### config.mk
export PLATFORM = sky130hd
export DESIGN_NAME = sync_sram_command_pins
export DESIGN_NICKNAME = d
export VERILOG_FILES = /design/src/sram_pkg.sv /design/src/beat_fifo.sv /design/src/sync_sram_command_pins.sv
export VERILOG_INCLUDE_DIRS = /design/src /design/src/src
export SDC_FILE = /design/constraint.sdc
export NUM_CORES = 2
export LEC_CHECK = 0
export ABC_CLOCK_PERIOD_IN_PS = 4600
export BUFFER_PORTS_ARGS = -buffer_cell sky130_fd_sc_hd__buf_2
export CORE_AREA = 2 2 707 709
export CTS_CLUSTER_SIZE = 10
export DETAILED_ROUTE_END_ITERATION = 10
export DIE_AREA = 0 0 709 711
export SLEW_MARGIN = 40
export SYNTH_ARGS = -nofsm -noshare
export SYNTH_HDL_FRONTEND = slang
export SYNTH_SLANG_ARGS = --single-unit
### constraint.sdc
create_clock -name mclk -period 4.6 [get_ports mclk]
set_clock_uncertainty 0.1 [all_clocks]
set_input_delay 0.92 -clock mclk [delete_from_list [all_inputs] [get_ports mclk]]
set_output_delay 0.92 -clock mclk [all_outputs]
set_load 0.1 [all_outputs]
### src/sram_defs.svh
`ifndef SRAM_DEFS_SVH
`define SRAM_DEFS_SVH

// Beats moved by every read or write burst
`define BURST_BEATS      4
// Beat counter value of the first write data beat (one K cycle after command)
`define WR_FIRST_BEAT    3'h2
// Beat counter value of the last write data beat
`define WR_LAST_BEAT     3'h5
// Byte lane width of the data bus
`define LANE_BITS        9
// Data bits used by the eighteen-bit organisation
`define X18_BITS         18
// Full data bus width
`define DATA_BITS        36
// Depth of the read data FIFO in words
`define FIFO_WORDS       16
// Clock period in ns at 250 MHz
`define MCLK_PERIOD_NS   4

`endif

### src/sram_pkg.sv
package sram_pkg;

    // Write side sequencer
    typedef enum logic [0:0] {
        WR_IDLE,
        WR_RUN
    } wr_state_t;

    // Read side sequencer
    typedef enum logic [0:0] {
        RD_IDLE,
        RD_RUN
    } rd_state_t;

endpackage : sram_pkg

### src/beat_fifo.sv
`timescale 1ns/1ps

module beat_fifo #(
    parameter int WIDTH = 36,
    parameter int DEPTH = 16
) (
    input  wire logic             mclk,      // Core clock
    input  wire logic             resetn,    // Synchronous reset, active low
    input  wire logic [WIDTH-1:0] in_data,   // Word to store
    input  wire logic             in_valid,  // Store request
    output logic                  in_ready,  // Room for one more word
    output logic      [WIDTH-1:0] out_data,  // Oldest word
    output logic                  out_valid, // Oldest word present
    input  wire logic             out_ready  // Drain request
);
    localparam int PW = $clog2(DEPTH);

    logic [WIDTH-1:0] mem_reg [DEPTH];
    logic [WIDTH-1:0] mem_next [DEPTH];
    logic [PW-1:0]    wr_ptr_reg, wr_ptr_next;
    logic [PW-1:0]    rd_ptr_reg, rd_ptr_next;
    logic [PW:0]      count_reg, count_next;
    logic             push;
    logic             pop;

    // Honest flags straight from the occupancy count
    assign in_ready  = (count_reg != (PW+1)'(DEPTH));
    assign out_valid = (count_reg != '0);
    assign out_data  = mem_reg[rd_ptr_reg];
    assign push      = in_valid && in_ready;
    assign pop       = out_valid && out_ready;

    // Pointer and storage update
    always_comb begin
        mem_next    = mem_reg;
        wr_ptr_next = wr_ptr_reg;
        rd_ptr_next = rd_ptr_reg;
        count_next  = count_reg;
        if (push) begin
            mem_next[wr_ptr_reg] = in_data;
            wr_ptr_next          = (wr_ptr_reg == PW'(DEPTH - 1)) ? '0 : wr_ptr_reg + 1'b1;
        end
        if (pop) begin
            rd_ptr_next = (rd_ptr_reg == PW'(DEPTH - 1)) ? '0 : rd_ptr_reg + 1'b1;
        end
        if (push && !pop) begin
            count_next = count_reg + 1'b1;
        end else if (pop && !push) begin
            count_next = count_reg - 1'b1;
        end
    end

    // Storage is not cleared; only the pointers and the count matter after reset
    always_ff @(posedge mclk) begin
        mem_reg <= mem_next;
        if (!resetn) begin
            wr_ptr_reg <= '0;
            rd_ptr_reg <= '0;
            count_reg  <= '0;
        end else begin
            wr_ptr_reg <= wr_ptr_next;
            rd_ptr_reg <= rd_ptr_next;
            count_reg  <= count_next;
        end
    end

endmodule : beat_fifo

### src/sync_sram_command_pins.sv
`timescale 1ns/1ps
`include "sram_defs.svh"

// Overview of operation
// - Write select low at K edge starts write
// - Read select low at K edge starts read
// - Masked byte lanes keep old memory contents
// - Lane masks sampled with their own beat
// - Output bus moves only for reads
// - Eighteen-bit organisation leaves upper outputs idle
// - Both output clocks high: align to K
// - Address ignored while device is deselected
module sync_sram_command_pins #(
    parameter int ADDR_W  = 4,                 // Burst address width
    parameter bit ORG_X18 = 1'b0               // Eighteen-bit organisation
) (
    input  wire logic                   mclk,             // Core clock, beat rate
    input  wire logic                   resetn,           // Synchronous reset, active low
    input  wire logic                   read_sel_n,       // Read select pin
    input  wire logic                   write_sel_n,      // Write select pin
    input  wire logic [ADDR_W-1:0]      word_location_in, // Burst address pins
    input  wire logic [`DATA_BITS-1:0]  write_data_in,    // Write data beat pins
    input  wire logic [`DATA_BITS/`LANE_BITS-1:0] lane_mask_n, // Byte lane masks
    input  wire logic                   out_clk_hi,       // Output clock pin, true
    input  wire logic                   out_clk_hi_n,     // Output clock pin, complement
    input  wire logic                   fetch_ready_in,   // Host takes read beats
    output logic                        k_phase_out,      // High on K# beat slots
    output logic [`DATA_BITS-1:0]       fetch_data_out,   // Read data beat
    output logic                        fetch_valid_out   // Read beat present
);
    localparam int LANES  = `DATA_BITS / `LANE_BITS;
    localparam int WORDS  = (2 ** ADDR_W) * `BURST_BEATS;
    localparam int WIDX_W = ADDR_W + 2;
    localparam logic [`DATA_BITS-1:0] USED_MASK =
        ORG_X18 ? `DATA_BITS'((1 << `X18_BITS) - 1) : {`DATA_BITS{1'b1}};

    // Two-flop pin synchronisers; stage one feeds stage two only
    logic                  rsel_s1_reg, rsel_s2_reg;
    logic                  wsel_s1_reg, wsel_s2_reg;
    logic [ADDR_W-1:0]     loc_s1_reg, loc_s2_reg;
    logic [`DATA_BITS-1:0] din_s1_reg, din_s2_reg;
    logic [LANES-1:0]      mask_s1_reg, mask_s2_reg;
    logic                  ch_s1_reg, ch_s2_reg;
    logic                  chn_s1_reg, chn_s2_reg;

    always_ff @(posedge mclk) begin
        if (!resetn) begin
            rsel_s1_reg <= 1'b1;
            rsel_s2_reg <= 1'b1;
            wsel_s1_reg <= 1'b1;
            wsel_s2_reg <= 1'b1;
            loc_s1_reg  <= '0;
            loc_s2_reg  <= '0;
            din_s1_reg  <= '0;
            din_s2_reg  <= '0;
            mask_s1_reg <= '1;
            mask_s2_reg <= '1;
            ch_s1_reg   <= 1'b0;
            ch_s2_reg   <= 1'b0;
            chn_s1_reg  <= 1'b0;
            chn_s2_reg  <= 1'b0;
        end else begin
            rsel_s1_reg <= read_sel_n;
            rsel_s2_reg <= rsel_s1_reg;
            wsel_s1_reg <= write_sel_n;
            wsel_s2_reg <= wsel_s1_reg;
            loc_s1_reg  <= word_location_in;
            loc_s2_reg  <= loc_s1_reg;
            din_s1_reg  <= write_data_in;
            din_s2_reg  <= din_s1_reg;
            mask_s1_reg <= lane_mask_n;
            mask_s2_reg <= mask_s1_reg;
            ch_s1_reg   <= out_clk_hi;
            ch_s2_reg   <= ch_s1_reg;
            chn_s1_reg  <= out_clk_hi_n;
            chn_s2_reg  <= chn_s1_reg;
        end
    end

    // K phase: 0 is the rising K slot, 1 the rising K# slot
    logic k_phase_reg, k_phase_next;
    assign k_phase_next = ~k_phase_reg;
    assign k_phase_out  = k_phase_reg;

    always_ff @(posedge mclk) begin
        if (!resetn) begin
            k_phase_reg <= 1'b0;
        end else begin
            k_phase_reg <= k_phase_next;
        end
    end

    // Command decode; a deselected slot never touches the address
    sram_pkg::wr_state_t wr_state_reg, wr_state_next;
    sram_pkg::rd_state_t rd_state_reg, rd_state_next;
    logic                wr_take;
    logic                rd_take;
    assign wr_take = !k_phase_reg && !wsel_s2_reg && (wr_state_reg == sram_pkg::WR_IDLE);
    assign rd_take = !k_phase_reg && !rsel_s2_reg && (rd_state_reg == sram_pkg::RD_IDLE);

    // Write sequencer: beats land one K cycle after the command
    logic [2:0]        wr_cnt_reg, wr_cnt_next;
    logic [ADDR_W-1:0] wr_addr_reg, wr_addr_next;
    logic              wr_beat;
    logic [1:0]        wr_beat_idx;
    assign wr_beat     = (wr_state_reg == sram_pkg::WR_RUN) && (wr_cnt_reg >= `WR_FIRST_BEAT);
    assign wr_beat_idx = 2'(wr_cnt_reg - `WR_FIRST_BEAT);

    always_comb begin
        wr_state_next = wr_state_reg;
        wr_cnt_next   = wr_cnt_reg;
        wr_addr_next  = wr_addr_reg;
        case (wr_state_reg)
            sram_pkg::WR_IDLE: begin
                if (wr_take) begin
                    wr_state_next = sram_pkg::WR_RUN;
                    wr_cnt_next   = 3'h1;
                    wr_addr_next  = loc_s2_reg;
                end
            end
            sram_pkg::WR_RUN: begin
                if (wr_cnt_reg == `WR_LAST_BEAT) begin
                    wr_state_next = sram_pkg::WR_IDLE;
                    wr_cnt_next   = 3'h0;
                end else begin
                    wr_cnt_next   = wr_cnt_reg + 3'h1;
                end
            end
            default: begin
                wr_state_next = sram_pkg::WR_IDLE;
                wr_cnt_next   = 3'h0;
            end
        endcase
    end

    always_ff @(posedge mclk) begin
        if (!resetn) begin
            wr_state_reg <= sram_pkg::WR_IDLE;
            wr_cnt_reg   <= 3'h0;
            wr_addr_reg  <= '0;
        end else begin
            wr_state_reg <= wr_state_next;
            wr_cnt_reg   <= wr_cnt_next;
            wr_addr_reg  <= wr_addr_next;
        end
    end

    // Flip-flop storage, one word per beat of each burst address
    logic [`DATA_BITS-1:0] mem_reg [WORDS];
    logic [`DATA_BITS-1:0] mem_next [WORDS];
    logic [WIDX_W-1:0]     wr_idx;
    logic [`DATA_BITS-1:0] merged_word;
    assign wr_idx = {wr_addr_reg, wr_beat_idx};

    // Per-lane merge; the mask of this very beat picks old or new
    for (genvar l = 0; l < LANES; l++) begin : g_lane
        assign merged_word[l*`LANE_BITS +: `LANE_BITS] = mask_s2_reg[l] ?
            mem_reg[wr_idx][l*`LANE_BITS +: `LANE_BITS] :
            din_s2_reg[l*`LANE_BITS +: `LANE_BITS];
    end

    always_comb begin
        mem_next = mem_reg;
        if (wr_beat) begin
            mem_next[wr_idx] = merged_word & USED_MASK;
        end
    end

    // Contents are undefined until written, as in a real array
    always_ff @(posedge mclk) begin
        mem_reg <= mem_next;
    end

    // Read sequencer: pushes four beats, stalls on a full FIFO
    logic [ADDR_W-1:0]     rd_addr_reg, rd_addr_next;
    logic [1:0]            rd_beat_reg, rd_beat_next;
    logic                  push;
    logic                  push_ready;
    assign push = (rd_state_reg == sram_pkg::RD_RUN) && push_ready;

    always_comb begin
        rd_state_next = rd_state_reg;
        rd_addr_next  = rd_addr_reg;
        rd_beat_next  = rd_beat_reg;
        case (rd_state_reg)
            sram_pkg::RD_IDLE: begin
                if (rd_take) begin
                    rd_state_next = sram_pkg::RD_RUN;
                    rd_addr_next  = loc_s2_reg;
                    rd_beat_next  = 2'h0;
                end
            end
            sram_pkg::RD_RUN: begin
                if (push) begin
                    rd_beat_next = rd_beat_reg + 2'h1;
                    if (rd_beat_reg == 2'(`BURST_BEATS - 1)) begin
                        rd_state_next = sram_pkg::RD_IDLE;
                    end
                end
            end
            default: begin
                rd_state_next = sram_pkg::RD_IDLE;
            end
        endcase
    end

    always_ff @(posedge mclk) begin
        if (!resetn) begin
            rd_state_reg <= sram_pkg::RD_IDLE;
            rd_addr_reg  <= '0;
            rd_beat_reg  <= 2'h0;
        end else begin
            rd_state_reg <= rd_state_next;
            rd_addr_reg  <= rd_addr_next;
            rd_beat_reg  <= rd_beat_next;
        end
    end

    // Read beats queue here so a slow host cannot drop data
    logic [`DATA_BITS-1:0] fifo_data;
    logic                  fifo_valid;
    logic                  pop;

    beat_fifo #(
        .WIDTH (`DATA_BITS),
        .DEPTH (`FIFO_WORDS)
    ) u_fifo (
        .mclk      (mclk),
        .resetn    (resetn),
        .in_data   (mem_reg[{rd_addr_reg, rd_beat_reg}]),
        .in_valid  (rd_state_reg == sram_pkg::RD_RUN),
        .in_ready  (push_ready),
        .out_data  (fifo_data),
        .out_valid (fifo_valid),
        .out_ready (pop)
    );

    // Output stage; with both output clocks tied high beats follow K parity
    logic                  clk_pair_tied;
    logic                  out_par_reg, out_par_next;
    logic [`DATA_BITS-1:0] q_reg, q_next;
    logic                  qv_reg, qv_next;
    assign clk_pair_tied = ch_s2_reg && chn_s2_reg;
    assign pop = fifo_valid && fetch_ready_in &&
                 (!clk_pair_tied || (out_par_reg == k_phase_reg));

    always_comb begin
        out_par_next = pop ? ~out_par_reg : out_par_reg;
        q_next       = pop ? (fifo_data & USED_MASK) : '0;
        qv_next      = pop;
    end

    always_ff @(posedge mclk) begin
        if (!resetn) begin
            out_par_reg <= 1'b0;
            q_reg       <= '0;
            qv_reg      <= 1'b0;
        end else begin
            out_par_reg <= out_par_next;
            q_reg       <= q_next;
            qv_reg      <= qv_next;
        end
    end

    assign fetch_data_out  = q_reg;
    assign fetch_valid_out = qv_reg;

    logic [`LANE_BITS-1:0] lane0_old;
    assign lane0_old = mem_reg[wr_idx][`LANE_BITS-1:0];
endmodule : sync_sram_command_pins

* After elaboration in Yosys (flattened, before gate mapping) *
Index checks and enable logic that the tools add are counted.

word-level totals
  flip-flop bits (word level) = 3,043
  bits of input ports = 51
  output and inout port bits = 38
  logic and storage cells = 201

cells by class
  $add $sub $neg = 7
  order comparisons = 7
  eq/ne operators = 9
  multiplexer cells = 36
  bitwise operators = 8
  reduce and logical (&&, ||, !) cells = 27

operator list
  kind                   number
  $bwmux W2304           1
  $bwmux W576            1
  $bmux W36 S6           2
  $mux W36               8
  $demux W36 S6          1
  $bmux W36 S4           1
  $demux W36 S4          1
  $mux W9                4
  $ge A7 B7 Y1 const B   2
  $logic_and A1 B1 Y1    14
  $not A6 Y7             2
  $ge A5 B5 Y1 const B   2
  $mux W5                2
  $not A4 Y5             2
  $add A4 B1 Y4 const B  2
  $eq A4 B4 Y1 const B   2
  $mux W4                2
  $reduce_and A2 Y1      4
  $lt A7 B1 Y1 const B   1
  $logic_not A1 Y1       6
  $mux W3                2
  $pmux W3 S2            1
  $add A5 B1 Y5 const B  1
  $lt A5 B1 Y1 const B   1
  other kinds (19)       29

* Logic depth before layout (Yosys ltp) *
  depth after elaboration = 8
  depth in mapped cells = 13
  depth with buffers taken out = 12

* By module *
A second synthesis with hierarchy kept.

second synthesis, totals
  cells, all modules = 7,166
  area, all modules = 133,749.5 sq um

modules (own cells, without submodules)
  module                  times used  cells an instance  area each (sq um)  seq. area each (sq um)
  sync_sram_command_pins  1           6,178              111,329.3          72,189.2
  beat_fifo               1           988                22,420.3           17,556.8

* Worst setup path after synthesis *
No wires, ideal clock.

  kind = register to register
  start point = register wr_cnt_reg[0]
  end point = register mem_reg[1025] (netlist name) (data pin)
  setup time = 0.588 ns
  data arrival time = 3.699 ns
  required time = 3.912 ns
  slack = 0.213 ns
  cell stages (with the launch flop) = 11
  path buffers = 5
  period minus slack after synthesis = 4.387 ns
  cells stage by stage = dfxtp_1 buf_6 buf_6 buf_4 buf_4 buf_2 a21oi_1 a211oi_1 o21a_1 a21oi_1 a31oi_1

on the way
  word-level cells in the longest chain between the ends = 7
  elaborated cells between the ends (all ways) = 12
  those cells by class = 1 x add/sub; 2 x order compare; 7 x mux; 1 x bitwise; 1 x reduce/logical

RTL lines
  item                            RTL line                       text
  start, declared                 sync_sram_command_pins.sv:102  logic [2:0] wr_cnt_reg, wr_cnt_next;
  start signal, assigned          sync_sram_command_pins.sv:143  wr_cnt_reg <= wr_cnt_next;
  $sub A2 B2 Y2 (no source line)  --
  $not A6 Y7                      --
  $bmux W36 S6                    --
  $mux W36 (2 in series)          --
  $mux W9                         sync_sram_command_pins.sv:157  assign merged_word[l*`LANE_BITS +: `LANE_BITS] = mask_s2_reg[l] ?
  named net merged_word[17]       sync_sram_command_pins.sv:152  logic [`DATA_BITS-1:0] merged_word;
  $bwmux W2304                    sync_sram_command_pins.sv:165  mem_next[wr_idx] = merged_word & USED_MASK;
  end signal, assigned            sync_sram_command_pins.sv:171  mem_reg <= mem_next;
  end, declared                   sync_sram_command_pins.sv:149  logic [`DATA_BITS-1:0] mem_reg [WORDS];

The timed path passes the listed nets, and every way through them passes these cells. The select of a mux whose other input is x is not followed.
A chain may end at the register's enable or synchronous reset.

* Final worst setup path *
  start point = register rd_beat_reg[0]
  end point = register u_fifo.mem_reg[455] (netlist name) (data pin)

on the way
  word-level cells in the longest chain between the ends = 5

RTL lines
  item                                          RTL line                       text
  start, declared                               sync_sram_command_pins.sv:176  logic [1:0] rd_beat_reg, rd_beat_next;
  start signal, assigned                        sync_sram_command_pins.sv:215  rd_beat_reg <= rd_beat_next;
  $not A6 Y7 (implied by the code)              sync_sram_command_pins.sv:230  .in_data (mem_reg[{rd_addr_reg, rd_beat_reg}]),
  $bmux W36 S6                                  sync_sram_command_pins.sv:230
  $mux W36 (implied by the code) (2 in series)  sync_sram_command_pins.sv:230
  named net u_fifo.in_data[23]                  beat_fifo.sv:9                 input wire logic [WIDTH-1:0] in_data,
  $bwmux W576                                   beat_fifo.sv:40                mem_next[wr_ptr_reg] = in_data;
  end signal, assigned                          beat_fifo.sv:55                mem_reg <= mem_next;
  end, declared                                 beat_fifo.sv:18                logic [WIDTH-1:0] mem_reg [DEPTH];

The timed path passes the listed nets, and every way through them passes these cells. The select of a mux whose other input is x is not followed.

==> flow_summary.toml <==
[logic_synthesis]
synth.distinct_cells = 70
syn_area_per_cell_sq_um = 19.5
synth_seq_area_share = 0.671
synth.most_common_cell = "edfxtp_1"
synth_area_leaders = "edfxtp_1, mux4_2, mux2i_1, dfxtp_1, a22oi_1"
postSynth.asyncResetShare = 0
synth_flop_cell = "edfxtp_1"
yosys_warnings = 0
synthTopCellsByCount = "edfxtp_1, mux4_2, mux2i_1, clkbuf_1, a21oi_1"
synth_seq_cells = 3043
synth-edff-count = 2880
synth_top_area_share = 0.647
synth_top_area_cell = "edfxtp_1"
synth_area_sq_um = 134000
syn_nets = 6925
synth_cells = 6863

[floorplanning]
fp-row-count = 259
core-area_sq_um = 496000
initial_utilization = 0.269
ios = 89
die_area_sq_um = 504000
die_h_microns = 711
die_x_microns = 709

[run]
cap_violations = 0

[power]
ir_drop_mv = 0.461
p_per_area_nw_per_um2 = 396
leakage_nw = 46.5
pwr-share-seq = 0.499
swShare = 0.237
net-switching-power_mw = 14.8
comb_power_share = 0.093
pwr-share-clk = 0.408
internal_power_mw = 47.4

[cts]
cts_inserted_buffers = 349
post_cts_buffers = 0
cts_root_buffer = "clkbuf_16"
cts_resized = 0
htree_levels = 5
cts.path.max_buffers = 4
cts_sinks = 3043
clk_latency_ps = 1010
cts.reportedPaths.clkPinSlew_ps = 50
tritoncts = "built"

[drt]
routedWlPerCell_microns = 34.6
antenna_left = 0
vias_per_cell = 5.69
num_vias = 80572
totalWireLength_microns = 490000
drtIter0Drc = 13788
firstDrtPassIters = 7
drc = 0

[sta]
hold_viol = 0
clock.fmax_mhz = 241
maxSlewViolCount = 0
tightest_slew_ps = 907
fin_ws_ps = 447
maxSlewHeadroom = 0.395
rsz0062_at_grt = "false"
layout_min_cycle_time_ps = 4150
fin_crit_sh = 0.903
tns_ps = 0
setup_viol = 0

[finish]
design_area_sq_um = 157000
layout.nets = 7361
largest_reg_flops = 2304
syn2layout_area_growth_pct = 17.5
post_route_cells_drive_above_1_share = 0.327
n_fill_cell = 47074
final_core_util = 0.317

[setup_path]
startpoint_type = "flop"
path_max_fanout = 23
cp-end-kind = "flop"
worst_ep_required_time_ps = 5220
critPathKind = "flop to flop"
cp.arrival_ps = 4770

[place]
placed_cell_area_sq_um = 147000
gp_congestion = 0.872
port_buffers = 88
hpwl_microns = 287000
dp_slack_ps = 492

[hold_path]
hp-class = "input port to flop"

[grt]
antenna_found_initial = 36
track_usage = 0.188
first_global_vias = 79753
grt-ovfl-total = 0
grt_pass1_wl_microns = 665000
grt_max_degree = 86

[status]
status = "finished clean"
## logic make-up (layout without fill, tap and decap cells)
logic type | after synthesis | in the layout | synth area share
flops | 3043 | 3043 | 0.671
mux | 1656 | 1656 | 0.236
buf+inv | 562 | 1191 | 0.0205
compound gates | 972 | 972 | 0.0488
fa+ha+maj | 11 | 11 | 0.00109
xor+xnor | 8 | 8 | 0.000524
other cells | 0 | 23 | 0
simple gates | 611 | 611 | 0.0219
## placed cells by master, fill, tap and decap left out, types with 10 or more instances in the layout
master	n
clkinv_16	10
nand2b_1	19
nand2_1	161
o21ai_0	124
a22o_1	15
o32a_1	23
clkbuf_16	352
a211oi_1	123
a221oi_1	41
dlygate4sd3_1	11
and3_1	45
o221ai_1	11
dfxtp_1	147
buf_4	368
o211ai_1	20
mux2_2	115
nand3_1	27
o2111ai_1	18
nor2_1	97
clkbuf_1	155
edfxtp_1	2880
o22ai_1	112
a21oi_1	195
dfxtp_4	11
buf_12	156
nand4_1	14
a22oi_1	183
o21ai_1	17
mux4_2	1182
mux2_1	14
nor2_4	82
ha_1	10
nor2b_1	21
mux2i_1	345
buf_2	87
a21boi_0	11
diode_2	23
and2_1	95
## per-stage QoR
stage                     hold WS (ps)  instances  total power, mW
after CTS                         24.1      14144             62.4
final                             69.1      14170             62.1
after global placement             302      13581             37.2
after floorplan                    286       6863             35.6
after detailed placement           305      13589             37.4
after global routing              70.1      14148             63.8
## critical path: stages (launching register included)
cell	delay, ps
dfxtp_4	640
buf_12	260
buf_12	230
buf_12	260
mux4_2	550
mux4_2	470
a22oi_1	390
nand2_1	520
buf_4	370
## power groups by stage
stage / sequential [mW] / clock [mW] / combinational, mW
finish: 31.0 / 25.4 / 5.76
global route: 31.0 / 26.7 / 6.07
CTS: 31.0 / 25.6 / 5.77
detailed placement: 31.6 / 0 / 5.75
global placement: 31.6 / 0 / 5.64
floorplan: 32.0 / 0 / 3.61
## worst paths after layout
check | startpoint | to | slack, ps | depth (start not counted)
worst max register to register | rd_beat_reg[0] | u_fifo.mem_reg[455] | 450 | 8
worst max-delay path | rd_beat_reg[0] | u_fifo.mem_reg[455] | 450 | 8
worst min register to register | mask_s1_reg[1] | mask_s2_reg[1] | 320 | 1
worst min-delay path | write_data_in[9] | din_s1_reg[9] | 70 | 2
## per-layer routing
| layer | vias up | global-route usage | wire, microns | share of wire |
|---|---|---|---|---|
| met5 | - | 0 | 64 | 0.00013 |
| met4 | 10 | 0.0918 | 28700 | 0.059 |
| met3 | 1336 | 0.0500 | 66600 | 0.14 |
| met2 | 6345 | 0.284 | 216000 | 0.44 |
| met1 | 42715 | 0.251 | 179000 | 0.37 |
| li1 | 30166 | - | - | - |
## repair_timing
item / CTS / global route
setup endpoints to repair: 0 / 0
endpoints found under the hold margin: 11 / 0
hold buffers: 11 / 0
## layout make-up
class / count / area [sq um] / area share
clock inverter: 37 / 607 / 0.00386
inverter: 14 / 65.1 / 0.000414
sequential: 3043 / 89800 / 0.572
multi-input combinational: 3258 / 42100 / 0.268
tap: 6655 / 8330 / 0.0530
timing repair buffer: 633 / 6680 / 0.0425
clock buffer: 507 / 9390 / 0.0598
antenna: 23 / 57.6 / 0.000366
Power figures use the tool's default switching activity.
